## src/rtl/cfg_lock_consts.vh

```
// Purpose: constants for the configuration and port lock register bank
// Assumes: 16-bit register addresses as seen by the serial port logic
// Notes: definitions only
`ifndef CFG_LOCK_CONSTS_VH
`define CFG_LOCK_CONSTS_VH
// ---------------------------------------------
// addresses
// ---------------------------------------------
`define ADDR_LP_OC_LEVEL 16'hec00
`define ADDR_CONFIG_TWO 16'hec01
`define ADDR_HARM_CFG 16'he601
// ---------------------------------------------
// fields and resets
// ---------------------------------------------
`define HTB_LSB 8
`define HTB_MSB 9
`define LP_OVERCURRENT_THRESHOLD_LSB 0
`define LP_OVERCURRENT_THRESHOLD_MSB 2
`define LP_MEASURE_LINE_COUNT_LSB 3
`define LP_MEASURE_LINE_COUNT_MSB 7
`define EXTREF_BIT 0
`define LOCK_BIT 1
`define LP_OVERCURRENT_THRESHOLD_RESET 3'h7
`define LP_MEASURE_LINE_COUNT_RESET 5'h00
`define HTB_RESET 2'h0
`define TOGGLES_FOR_SPI 2'h3
// ---------------------------------------------
// timing
// ---------------------------------------------
`define LINE_PERIOD_NS 20000000
`define CLK_PERIOD_NS 5
`define LINE_CYCLES (`LINE_PERIOD_NS / `CLK_PERIOD_NS)
`endif

```

## src/rtl/line_period_timer.v

```verilog
// Purpose: measurement period timer, (count+1) line periods of 1/50 s
// Assumes: 200 MHz clock
// Notes: emits one pulse at end of each period
`timescale 1ns/1ps
`include "cfg_lock_consts.vh"
module line_period_timer #(
    parameter LINE_CYCLES = `LINE_CYCLES
) (
    input wire clk,
    input wire reset_n,
    input wire [4:0] line_count,
    output reg period_done
);
    reg [31:0] tick;
    reg [4:0] lines;
    wire line_end = (tick == LINE_CYCLES - 1);
    always @(posedge clk or negedge reset_n) begin
        if (!reset_n) begin
            tick <= 32'h0;
            lines <= 5'h00;
            period_done <= 1'b0;
        end else begin
            period_done <= 1'b0;
            if (line_end) begin
                tick <= 32'h0;
                // a shorter count taking effect mid-period still ends cleanly
                if (lines >= line_count) begin
                    lines <= 5'h00;
                    period_done <= 1'b1;
                end else begin
                    lines <= lines + 5'h01;
                end
            end else begin
                tick <= tick + 32'h1;
            end
        end
    end
endmodule // line_period_timer

```

## src/rtl/config_and_port_lock_regs.v

```verilog
// Purpose: low-power overcurrent, config_two and harmonic time-base registers
// Assumes: serial port front end presents 16-bit word accesses in I_CLK domain
// Notes: port_select_pin sampled synchronously; toggles counted on edges
//
// Function
// - time-base code 00 selects phase A
// - 01 B, 10 C, 11 acts as C
// - threshold is full scale times field/8
// - period lasts (line field+1)/50 seconds
// - reference select: 0 internal, 1 external
// - unlocked: three pin toggles activate SPI
// - I2C locked: pin toggles ignored until reset
// - SPI active: any config_two write locks
// - lock survives every power mode change
// - reserved bits control nothing, reset zero
`timescale 1ns/1ps
`include "cfg_lock_consts.vh"
module config_and_port_lock_regs #(
    parameter LINE_CYCLES = `LINE_CYCLES
) (
    input wire I_CLK,
    input wire I_RESET_N,
    input wire [15:0] I_ADDR,
    input wire I_WR,
    input wire I_RD,
    input wire [15:0] I_WDATA,
    input wire I_PORT_SELECT_PIN,
    input wire [1:0] I_POWER_MODE,
    input wire [7:0] I_FULL_SCALE,
    output reg [15:0] O_RDATA,
    output wire O_SPI_ACTIVE,
    output wire O_PORT_LOCKED,
    output wire [1:0] O_TIMEBASE_PHASE,
    output wire [7:0] O_LP_THRESHOLD,
    output wire O_LP_PERIOD_DONE,
    output wire O_EXTERNAL_REFERENCE
);
    // ---------------------------------------------
    // storage
    // ---------------------------------------------
    reg [2:0] lp_overcurrent_threshold;
    reg [4:0] lp_measure_line_count;
    reg external_reference_select;
    reg port_lock;
    reg spi_active;
    reg [1:0] harmonic_timebase_phase_sel;
    reg [1:0] toggles;
    reg pin_last;
    reg [10:0] thr_product;

    function [1:0] phase_of;
        input [1:0] code;
        begin
            phase_of = (code == 2'h3) ? 2'h2 : code;
        end
    endfunction

    function addr_hit;
        input [15:0] addr;
        input [15:0] target;
        begin
            addr_hit = (addr == target);
        end
    endfunction

    // ---------------------------------------------
    // decode
    // ---------------------------------------------
    wire wr_lvl = I_WR && addr_hit(I_ADDR, `ADDR_LP_OC_LEVEL);
    wire wr_cfg = I_WR && addr_hit(I_ADDR, `ADDR_CONFIG_TWO);
    wire wr_htb = I_WR && addr_hit(I_ADDR, `ADDR_HARM_CFG);
    wire pin_edge = (I_PORT_SELECT_PIN != pin_last);

    // ---------------------------------------------
    // register writes
    // ---------------------------------------------
    always @(posedge I_CLK or negedge I_RESET_N) begin
        if (!I_RESET_N) begin
            lp_overcurrent_threshold <= `LP_OVERCURRENT_THRESHOLD_RESET;
        end else if (wr_lvl) begin
            lp_overcurrent_threshold <= I_WDATA[`LP_OVERCURRENT_THRESHOLD_MSB:`LP_OVERCURRENT_THRESHOLD_LSB];
        end
    end

    always @(posedge I_CLK or negedge I_RESET_N) begin
        if (!I_RESET_N) begin
            lp_measure_line_count <= `LP_MEASURE_LINE_COUNT_RESET;
        end else if (wr_lvl) begin
            lp_measure_line_count <= I_WDATA[`LP_MEASURE_LINE_COUNT_MSB:`LP_MEASURE_LINE_COUNT_LSB];
        end
    end

    always @(posedge I_CLK or negedge I_RESET_N) begin
        if (!I_RESET_N) begin
            external_reference_select <= 1'b0;
        end else if (wr_cfg) begin
            external_reference_select <= I_WDATA[`EXTREF_BIT];
        end
    end

    always @(posedge I_CLK or negedge I_RESET_N) begin
        if (!I_RESET_N) begin
            harmonic_timebase_phase_sel <= `HTB_RESET;
        end else if (wr_htb) begin
            // upper bits dropped, only the selector is stored
            harmonic_timebase_phase_sel <= I_WDATA[`HTB_MSB:`HTB_LSB];
        end
    end

    // ---------------------------------------------
    // serial port selection, next values
    // ---------------------------------------------
    // power_mode deliberately not an input to this logic: lock must survive it
    reg next_port_lock;
    reg next_spi_active;
    reg [1:0] next_toggles;

    always @* begin
        next_spi_active = spi_active;
        next_toggles = toggles;
        if (!port_lock && !spi_active && pin_edge) begin
            if (toggles == `TOGGLES_FOR_SPI - 2'h1) begin
                next_spi_active = 1'b1;
                next_toggles = 2'h0;
            end else begin
                next_toggles = toggles + 2'h1;
            end
        end
    end

    always @* begin
        next_port_lock = port_lock;
        if (wr_cfg && !port_lock) begin
            if (spi_active) begin
                next_port_lock = 1'b1;
            end else begin
                next_port_lock = I_WDATA[`LOCK_BIT];
            end
        end
        // no path clears port_lock except reset
    end

    // ---------------------------------------------
    // serial port selection, state
    // ---------------------------------------------
    // pin idles high, so the edge detector starts there to avoid a false toggle
    always @(posedge I_CLK or negedge I_RESET_N) begin
        if (!I_RESET_N) begin
            pin_last <= 1'b1;
        end else begin
            pin_last <= I_PORT_SELECT_PIN;
        end
    end

    always @(posedge I_CLK or negedge I_RESET_N) begin
        if (!I_RESET_N) begin
            spi_active <= 1'b0;
            toggles <= 2'h0;
        end else begin
            spi_active <= next_spi_active;
            toggles <= next_toggles;
        end
    end

    always @(posedge I_CLK or negedge I_RESET_N) begin
        if (!I_RESET_N) begin
            port_lock <= 1'b0;
        end else begin
            port_lock <= next_port_lock;
        end
    end

    // ---------------------------------------------
    // read back
    // ---------------------------------------------
    always @(posedge I_CLK or negedge I_RESET_N) begin
        if (!I_RESET_N) begin
            O_RDATA <= 16'h0000;
        end else if (I_RD) begin
            case (I_ADDR)
                `ADDR_LP_OC_LEVEL: O_RDATA <= {8'h00, lp_measure_line_count, lp_overcurrent_threshold};
                `ADDR_CONFIG_TWO: O_RDATA <= {14'h0000, port_lock, external_reference_select};
                `ADDR_HARM_CFG: O_RDATA <= {6'h00, harmonic_timebase_phase_sel, 8'h00};
                default: O_RDATA <= 16'h0000;
            endcase
        end
    end

    // ---------------------------------------------
    // threshold and period
    // ---------------------------------------------
    always @(posedge I_CLK or negedge I_RESET_N) begin
        if (!I_RESET_N) begin
            thr_product <= 11'h000;
        end else begin
            thr_product <= I_FULL_SCALE * lp_overcurrent_threshold;
        end
    end
    assign O_LP_THRESHOLD = thr_product[10:3];

    line_period_timer #(
        .LINE_CYCLES(LINE_CYCLES)
    ) u_timer (
        .clk(I_CLK),
        .reset_n(I_RESET_N),
        .line_count(lp_measure_line_count),
        .period_done(O_LP_PERIOD_DONE)
    );

    assign O_SPI_ACTIVE = spi_active;
    assign O_PORT_LOCKED = port_lock;
    assign O_TIMEBASE_PHASE = phase_of(harmonic_timebase_phase_sel);
    assign O_EXTERNAL_REFERENCE = external_reference_select;
endmodule // config_and_port_lock_regs

```

## config.mk

```make
export PLATFORM = sky130hd
export DESIGN_NAME = config_and_port_lock_regs
export DESIGN_NICKNAME = d
export VERILOG_FILES = /design/src/rtl/line_period_timer.v /design/src/rtl/config_and_port_lock_regs.v
export VERILOG_INCLUDE_DIRS = /design/src /design/src/rtl
export SDC_FILE = /design/constraint.sdc
export NUM_CORES = 1
export LEC_CHECK = 0
export ABC_AREA = 1
export BUFFER_PORTS_ARGS = -buffer_cell sky130_fd_sc_hd__buf_2
export CAP_MARGIN = 0
export CELL_PAD_IN_SITES_DETAIL_PLACEMENT = 0
export CELL_PAD_IN_SITES_GLOBAL_PLACEMENT = 1
export CORE_ASPECT_RATIO = 1.5
export CORE_MARGIN = 5
export CORE_UTILIZATION = 42
export CTS_BUF_LIST = sky130_fd_sc_hd__clkbuf_4 sky130_fd_sc_hd__clkbuf_8
export CTS_CLUSTER_DIAMETER = 40
export CTS_CLUSTER_SIZE = 12
export DETAILED_ROUTE_END_ITERATION = 8
export GPL_TIMING_DRIVEN = 0
export PLACE_DENSITY = 0.83
export SYNTH_ARGS = -nofsm -noshare
export SYNTH_HDL_FRONTEND = slang
export SYNTH_SLANG_ARGS = --single-unit
```

## constraint.sdc

```tcl
create_clock -name I_CLK -period 3.2 [get_ports I_CLK]
set_input_delay 0.96 -clock I_CLK [delete_from_list [all_inputs] [get_ports I_CLK]]
set_output_delay 0.96 -clock I_CLK [all_outputs]
set_load 0.01 [all_outputs]
```

Word level (Yosys, flattened, before mapping):

Cells that the tools add are included.

* flip-flop bits (word level): 81
* output and inout port bits: 30
* logic and storage cells: 42

* add/sub/neg operators: 3
* $mul: 1
* $lt $le $gt $ge: 1
* equality and inequality tests: 7
* mux-type cells: 8
* reduce and logical (&&, ||, !) cells: 9

Operators by type and width (number)
* 16-bit equality test (second input constant): 3
* 32-bit by 1-bit adder with 32-bit output (second input constant): 1
* 32-bit by 22-bit equality test with 1-bit output (second input constant): 1
* 32-bit 2-to-1 mux: 1
* 10-bit case mux with 3 select lines: 1
* 8-bit by 3-bit multiplier with 11-bit output: 1
* 1-bit logical AND: 6
* 5-bit by 1-bit adder with 5-bit output (second input constant): 1
* 5-bit greater-or-equal comparator: 1
* 5-bit 2-to-1 mux: 1
* 2-bit equality test (second input constant): 2
* 2-bit 2-to-1 mux: 2
* 1-bit 2-to-1 mux: 3
* 2-bit by 1-bit adder with 2-bit output (second input constant): 1
* 1-bit logical NOT: 2
* 2-bit AND reduction: 1
* 1-bit inequality test: 1

Longest topological paths before layout:

Gate-level depths: netlist of run 1.

* word-level depth: 4
* depth in mapped cells: 13
* mapped depth without buffers: 12

By module:

A second synthesis of run 1 with hierarchy kept.

* cells, all modules: 646
* area, all modules: 4541.9 um2

Modules (own cells, without submodules)
* line_period_timer: times used 1, cells an instance 382, area each 2482.4 um2
* config_and_port_lock_regs: times used 1, cells an instance 264, area each 2059.5 um2

Least setup slack after synthesis of run 1:

OpenSTA, ideal clock, no wires.

* path type: input port to flip-flop
* start point: input port I_FULL_SCALE[1]
* end point: register thr_product[8]
* library setup time: 125 ps
* arrival: 2418 ps
* required time: 3075 ps
* path slack: 657 ps
* cell stages on the path: 7
* path buffers: 0
* cell sequence: nand2_1 fa_1 inv_1 fa_1 nand4_1 nand3_1 xor2_1

* longest elaborated chain between the ends: 1

Ends and longest elaborated chain
* start: declaration: line config_and_port_lock_regs.v:29 `input wire [7:0] I_FULL_SCALE,`
* 8-bit by 3-bit multiplier with 11-bit output: line config_and_port_lock_regs.v:196 `thr_product <= I_FULL_SCALE * lp_overcurrent_threshold;`
* end signal: assignment: line config_and_port_lock_regs.v:196
* end: declaration: line config_and_port_lock_regs.v:49 `reg [10:0] thr_product;`

Every way passes these cells.
A chain may end at the register's enable or synchronous reset.

Worst setup path in the final report of run 1:

* start point: register lp_overcurrent_threshold[2]
* end point: register thr_product[8]

* longest elaborated chain between the ends: 1

Ends and longest elaborated chain
* start: declaration: line config_and_port_lock_regs.v:41 `reg [2:0] lp_overcurrent_threshold;`
* start signal: assignment: line config_and_port_lock_regs.v:79 `` lp_overcurrent_threshold <= `LP_OVERCURRENT_THRESHOLD_RESET; ``
* start signal: assignment: line config_and_port_lock_regs.v:81 `` lp_overcurrent_threshold <= I_WDATA[`LP_OVERCURRENT_THRESHOLD_MSB:`LP_OVERCURRENT_THRESHOLD_LSB]; ``
* 8-bit by 3-bit multiplier with 11-bit output: line config_and_port_lock_regs.v:196

Every way passes these cells.

==> impl_metrics.py, run 1 <==
metrics = {
    "clock_network": {
        "cts.path.max_buffers": 2,
        "insertion_delay_ns": 0.35,
        "post_cts.repair.setup_buffers": 0,
        "path_clk_slew_ns": 0.08,
        "cts_tree": "built",
        "cts_sinks": 72,
        "cts-root-buf": "clkbuf_8",
        "ctsResizeCount": 0,
        "cts_hold_buf": 0,
        "h-tree-depth": 3,
        "cts_buffers": 9,
    },
    "power_and_ir_drop": {
        "p_per_area_mw_per_mm2": 330,
        "peakVddDrop_uv": 172,
        "seq_power_share_pct": 53.0,
        "switching_share_pct": 22.8,
        "pwr-share-clk_pct": 42.8,
        "power_frac_comb_pct": 4.3,
        "leakagePower_nw": 2.96,
        "p_switching_mw": 0.393,
        "p_int_mw": 1.33,
    },
    "final_layout": {
        "num-fill-cells": 1117,
        "area_growth_pct": 16.5,
        "drive_gt1_share_pct": 15.2,
        "fin_nets": 789,
        "diodes": 0,
        "layout_common_cells": "224 x nand2_1, 97 x nor2_1, 94 x inv_1, 68 x dfrtp_1, 63 x buf_2",
        "post-route-util_pct": 49.5,
        "final_common_cell": "nand2_1",
    },
    "synth": {
        "yosysWarnings": 0,
        "syn_area_mm2": 0.00448,
        "yosys_register_bits": 72,
        "ys_seq_area_share_pct": 40.3,
        "syn_area_per_cell_um2": 6.99,
        "synth_cells": 641,
        "synth.distinct_cells": 32,
    },
    "status": {
        "status": "complete, no violations",
    },
    "detailed_routing": {
        "vias": 4008,
        "drt_iter0_drc": 114,
        "wl_per_cell_um": 12.2,
        "wirelength_um": 10600,
        "drc_errors": 0,
        "antenna_left": 0,
        "drt_first_pass_iters": 4,
        "via_per_inst": 4.61,
    },
    "floorplan": {
        "dieArea_mm2": 0.0129,
        "die_w_um": 94.3,
        "die_h_um": 136,
        "io_pins": 77,
        "start_util_pct": 42.5,
        "rows": 46,
        "core_region_area_mm2": 0.0105,
    },
    "global_routing": {
        "grt.overflow.total": 0,
        "antenna_found_initial": 0,
        "grt_max_degree": 49,
        "grt_usage_pct": 17.8,
        "grt_pass1_wl_um": 17900,
        "grt_pass1_vias": 4109,
    },
    "min_path": {
        "hold_path_class": "flip-flop to flip-flop",
        "min_to": "O_RDATA[9]",
        "min_from": "O_RDATA[9]",
        "whs_path_depth": 2,
    },
    "timing": {
        "fin_skew_ns": 0.0113,
        "fin_setup_tns_ns": 0,
        "setup_slack_ns": 0.483,
        "slew_viol_final": 0,
        "finalCriticalPeriod_ns": 2.72,
        "rsz0062_at_grt": "no",
        "final_hold_viol_count": 0,
        "fin_crit_sh_pct": 84.9,
        "setup_viol": 0,
        "max_freq_mhz": 368,
    },
    "critical_path": {
        "arrival_ns": 2.94,
        "cp_max_fo": 10,
        "reg2regPathDepth": 8,
        "required_ns": 3.42,
        "critPathCaptureType": "flip-flop",
        "critPathKind": "flip-flop to flip-flop",
        "rrSetupSlack_ns": 0.48,
        "r2r-end": "thr_product[8]",
        "start_kind": "flip-flop",
        "r2r-start": "lp_overcurrent_threshold[2]",
    },
    "place": {
        "dp_hpwl_um": 8600,
        "io_buffers": 62,
        "gp_congestion": 0.889,
        "pre_cts_ws_ns": 0.400,
    },
    "job": {
        "max_cap_viol_count": 0,
    },
}
-- flip-flops by register name, summed over array words and instances (netlist names) --
signal                       count
lp_measure_line_count            5
u_timer.lines                    5
O_RDATA                         10
pin_last                         1
O_SPI_ACTIVE                     1
thr_product                      8
O_EXTERNAL_REFERENCE             1
lp_overcurrent_threshold         3
harmonic_timebase_phase_sel      2
O_PORT_LOCKED                    1
u_timer.period_done              1
toggles                          2
u_timer.tick                    32
-- worst max-delay path by stage --
| stage | from | to | slack [ns] | cells after the start |
|---|---|---|---|---|
| after floorplan | I_FULL_SCALE[1] | thr_product[8] | 0.66 | 7 |
| after global placement | I_FULL_SCALE[1] | thr_product[8] | 0.43 | 10 |
| after detailed placement | I_FULL_SCALE[2] | thr_product[9] | 0.40 | 13 |
| after CTS | lp_overcurrent_threshold[2] | thr_product[8] | 0.45 | 8 |
| after global routing | lp_overcurrent_threshold[2] | thr_product[9] | 0.31 | 11 |
| final | lp_overcurrent_threshold[2] | thr_product[8] | 0.48 | 8 |
-- power groups by stage --
stage | Clock (mW) | Combinational (mW) | Sequential [mW]
floorplan | 0 | 0.0216 | 0.931
global placement | 0 | 0.0692 | 0.931
detailed placement | 0 | 0.0758 | 0.931
CTS | 0.764 | 0.0759 | 0.913
global route | 0.798 | 0.0851 | 0.913
finish | 0.737 | 0.0737 | 0.913
-- metrics by stage --
stage / hold WS, ns / power, mW / cells / cell area [µm²]
after floorplan: 0.450 / 0.952 / 646 / 4500
after global placement: 0.468 / 1.00 / 852 / 4990
after detailed placement: 0.479 / 1.01 / 853 / 5020
after CTS: 0.499 / 1.75 / 869 / 5220
after global routing: 0.523 / 1.80 / 869 / 5220
final: 0.491 / 1.72 / 869 / 5220
-- kinds of logic (layout without fill, tap and decap cells) --
logic type,after synthesis,in the layout,synth area share [%]
other,1,6,0.0837
buffers and inverters,115,194,10.5
AO/OA/AOI/OAI,40,40,4.78
XOR/XNOR,17,17,3.32
AND/OR/NAND/NOR,374,374,33.7
flip-flops,72,72,40.3
adder cells (fa/ha/maj),22,22,7.32
-- routing by layer --
layer | up-vias | wire, µm | track usage (%)
met5 | - | 0 | 0
met4 | 0 | 412 | 9.16
met3 | 22 | 287 | 2.77
met2 | 69 | 5750 | 34.0
met1 | 1835 | 4110 | 18.1
li1 | 2082 | - | -
-- cell type report --
class | count | area, µm² | share of cell area [%]
timing repair buffer | 63 | 340 | 6.52
clock buffer | 11 | 145 | 2.78
sequential | 72 | 1810 | 34.6
inverter | 101 | 380 | 7.29
multi-input combinational | 459 | 2220 | 42.6
tap | 144 | 180 | 3.45
buffer | 14 | 88.8 | 1.70
clock inverter | 5 | 56.3 | 1.08
-- synth_stat cells, drive strengths merged --
cell type	number	share of area, %
clkbuf	4	0.34
conb	1	0.084
a21boi	1	0.17
xor2	16	3.1
nand3	33	3.7
and3	1	0.14
ha	15	4.2
inv	99	8.3
a31oi	1	0.14
buf	10	1.6
nand4	5	0.70
o21bai	3	0.50
nor2	104	9.4
dfstp	4	2.3
and2	1	0.14
fa	7	3.1
o31ai	1	0.17
dfrtp	68	38
nor3	2	0.22
xnor2	1	0.20
clkinv	2	0.20
o21ai	22	2.5
a21oi	12	1.3
nand2	228	19
-- worst max-delay path, stage by stage, from the launching register on --
cell	delay [ns]
dfstp_2	0.52
clkbuf_1	0.39
nand2_1	0.16
fa_1	0.57
inv_1	0.07
fa_1	0.48
nand4_1	0.12
nand3_1	0.11
xor2_1	0.17
No activity file was read; power rests on OpenSTA's default activity.
==> inputs of run 2 (changes only) <==
- ABC_AREA: 1 -> 0
- CORE_UTILIZATION: 42 -> 44
- PLACE_DENSITY: 0.83 -> 0.82
- clock period: 3.2 -> 2.6 ns (I/O delays scaled with it)
==> impl_metrics.py, run 2 <==
metrics = {
    "synth": {
        "synth.distinct_cells": 52,
        "yosysWarnings": 0,
        "synth_edf_count": 0,
        "ys_top_cells_by_count": "68 x dfrtp_1, 33 x nand2_1, 25 x inv_1",
        "synth_area_leaders": "dfrtp_1 45%, xnor2_1 5.3%, ha_1 5.0%",
        "yosysTopAreaCell": "dfrtp_1",
        "synth_cells": 353,
        "ys.flop_type": "dfrtp_1",
        "syn_area_mm2": 0.00379,
        "ys_seq_area_share_pct": 47.7,
        "syn_area_per_cell_um2": 10.7,
        "synth_top_area_share_pct": 44.9,
        "synth.most_common_cell": "dfrtp_1",
        "synth-async-reset-ratio_pct": 100,
        "yosys_register_bits": 72,
    },
    "final_layout": {
        "largest_reg_flops": 32,
        "fin_nets": 503,
        "regMostFlops": "u_timer.tick",
        "design_area_mm2": 0.00459,
        "diodes": 0,
        "drive_gt1_share_pct": 30.8,
        "area_growth_pct": 21.2,
        "final_common_cell": "dfrtp_1",
        "reg.largest.list": "u_timer.tick x32, O_RDATA x10, thr_product x8",
        "layout_common_cells": "68 x dfrtp_1, 62 x buf_2, 30 x nand2_1, 24 x inv_1",
        "final_cells": 546,
    },
    "clock_network": {
        "cts_sinks": 72,
        "insertion_delay_ns": 0.36,
        "cts_buffers": 9,
        "cts_hold_buf": 0,
        "cts-root-buf": "clkbuf_8",
        "path_clk_slew_ns": 0.09,
        "cts_tree": "built",
        "cts.path.max_buffers": 2,
        "h-tree-depth": 3,
    },
    "critical_path": {
        "start_kind": "flip-flop",
        "arrival_ns": 2.83,
        "critPathKind": "flip-flop to flip-flop",
        "critPathCaptureType": "flip-flop",
        "required_ns": 2.86,
        "max_stage_delay_ns": 0.64,
        "critical_path.cell_chain": "nand2_2, fa_1, inv_2, fa_2, a21o_1, a21oi_2, o21ai_2, a21o_1, a21o_1",
        "slowest_stage": "dfstp_2",
        "path_common_cell": "a21o_1",
        "cp_max_fo": 7,
    },
    "place": {
        "dp.cells": 528,
        "place_area_mm2": 0.00429,
        "dp_hpwl_um": 6040,
        "gp_congestion": 0.776,
        "pre_cts_ws_ns": -0.443,
        "io_buffers": 62,
    },
    "timing": {
        "setup_slack_ns": 0.0254,
        "max_slew_margin_pct": 57.2,
        "finalCriticalPeriod_ns": 2.57,
        "rsz0062_at_grt": "yes",
        "final_hold_viol_count": 0,
        "max_freq_mhz": 388,
        "fin_crit_sh_pct": 99.0,
        "setup_viol": 0,
        "tightest_slew_ns": 0.636,
        "slew_viol_final": 0,
        "fin_skew_ns": 0.0109,
    },
    "global_routing": {
        "grt.overflow.total": 0,
        "grt_pass1_wl_um": 14100,
        "grt_pass1_vias": 3053,
        "grt_usage_pct": 17.0,
        "antenna_found_initial": 0,
        "grt_max_degree": 73,
    },
    "detailed_routing": {
        "drt_iter0_drc": 108,
        "antenna_left": 0,
        "via_per_inst": 5.18,
        "drc_errors": 0,
        "wirelength_um": 8090,
        "vias": 2826,
        "wl_per_cell_um": 14.8,
        "drt_first_pass_iters": 4,
    },
    "floorplan": {
        "die_h_um": 124,
        "die_w_um": 85.7,
        "start_util_pct": 45.0,
        "dieArea_mm2": 0.0106,
        "core_region_area_mm2": 0.00841,
        "rows": 41,
        "io_pins": 77,
    },
    "min_path": {
        "hold_path_class": "input pin to asynchronous set/reset pin",
    },
    "power_and_ir_drop": {
        "peakVddDrop_uv": 404,
        "power_mw": 2.15,
        "p_per_area_mw_per_mm2": 470,
        "leakagePower_nw": 2.31,
    },
    "job": {
        "max_cap_viol_count": 0,
    },
    "status": {
        "status": "complete, no violations",
    },
}
run 2: per-layer routing:
metal,vias up,track usage [%],share of wire (%)
li1,1380,-,-
met1,1365,19.2,40
met2,64,29.4,52
met3,17,4.77,5.3
met4,0,8.02,3.1
met5,-,0,0
run 2: critical path, delay by kind of cell, from the launching register on:
kind / cells / cell delay [ns]
adders and majority gates: 2 / 0.94
DFF: 1 / 0.64
buffers and inverters: 1 / 0.06
AOI/OAI and AO/OA: 5 / 0.75
and+or+nand+nor: 1 / 0.08
run 2: final cells by class:
cell class | count | area (µm²)
Fill cell | 785 | 3820
Inverter | 26 | 97.6
Sequential cell | 72 | 1810
Clock buffer | 9 | 124
Tap cell | 107 | 134
Multi-Input combinational cell | 248 | 1900
Clock inverter | 7 | 85.1
Timing Repair Buffer | 68 | 378
Buffer | 9 | 61.3
run 2: worst paths after layout:
| kind | start | end | slack, ns | cells past startpoint |
|---|---|---|---|---|
| setup reg to reg | lp_overcurrent_threshold[2] | thr_product[10] | 0.03 | 9 |
| max in group asynchronous | I_RESET_N | pin_last | 1.85 | 2 |
| hold / removal | I_RESET_N | thr_product[5] | 0.43 | 2 |
| min in group I_CLK | u_timer.tick[0] | u_timer.tick[0] | 0.49 | 1 |
| hold reg to reg | u_timer.tick[0] | u_timer.tick[0] | 0.49 | 1 |
| setup / recovery | lp_overcurrent_threshold[2] | thr_product[10] | 0.03 | 9 |
run 2: cells by family after synthesis:
kind of cell / synth area share (%)
buffers and inverters: 4.49
multiplexers: 4.36
AND/OR/NAND/NOR: 19.2
adder cells (fa/ha/maj): 8.66
AO/OA/AOI/OAI: 7.57
flip-flops: 47.7
other: 0.0990
XOR/XNOR: 7.87
run 2: repair_timing:
action | 4_1_cts | 5_1_grt
setup buffers | 3 | 2
hold endpoints to repair | 0 | 0
gates resized for setup | 10 | 4
pin swaps | 5 | 1
gates cloned | 0 | 0
endpoints found under the setup margin | 6 | 5
run 2: stage by stage:
stage               setup TNS, ns  utilization (%)  hold slack (ns)
floorplan                  -0.151                -            0.445
global placement            -1.24             50.7            0.468
detailed placement          -1.45             51.0            0.472
CTS                             0             54.2            0.425
global route              -0.0875             54.5            0.441
finish                          0             54.5            0.427
run 2: report_power, final:
group	internal, mW	switching (mW)
sequential	1.12	0.000878
combinational	0.0357	0.0489
clock	0.465	0.483
total	1.62	0.532
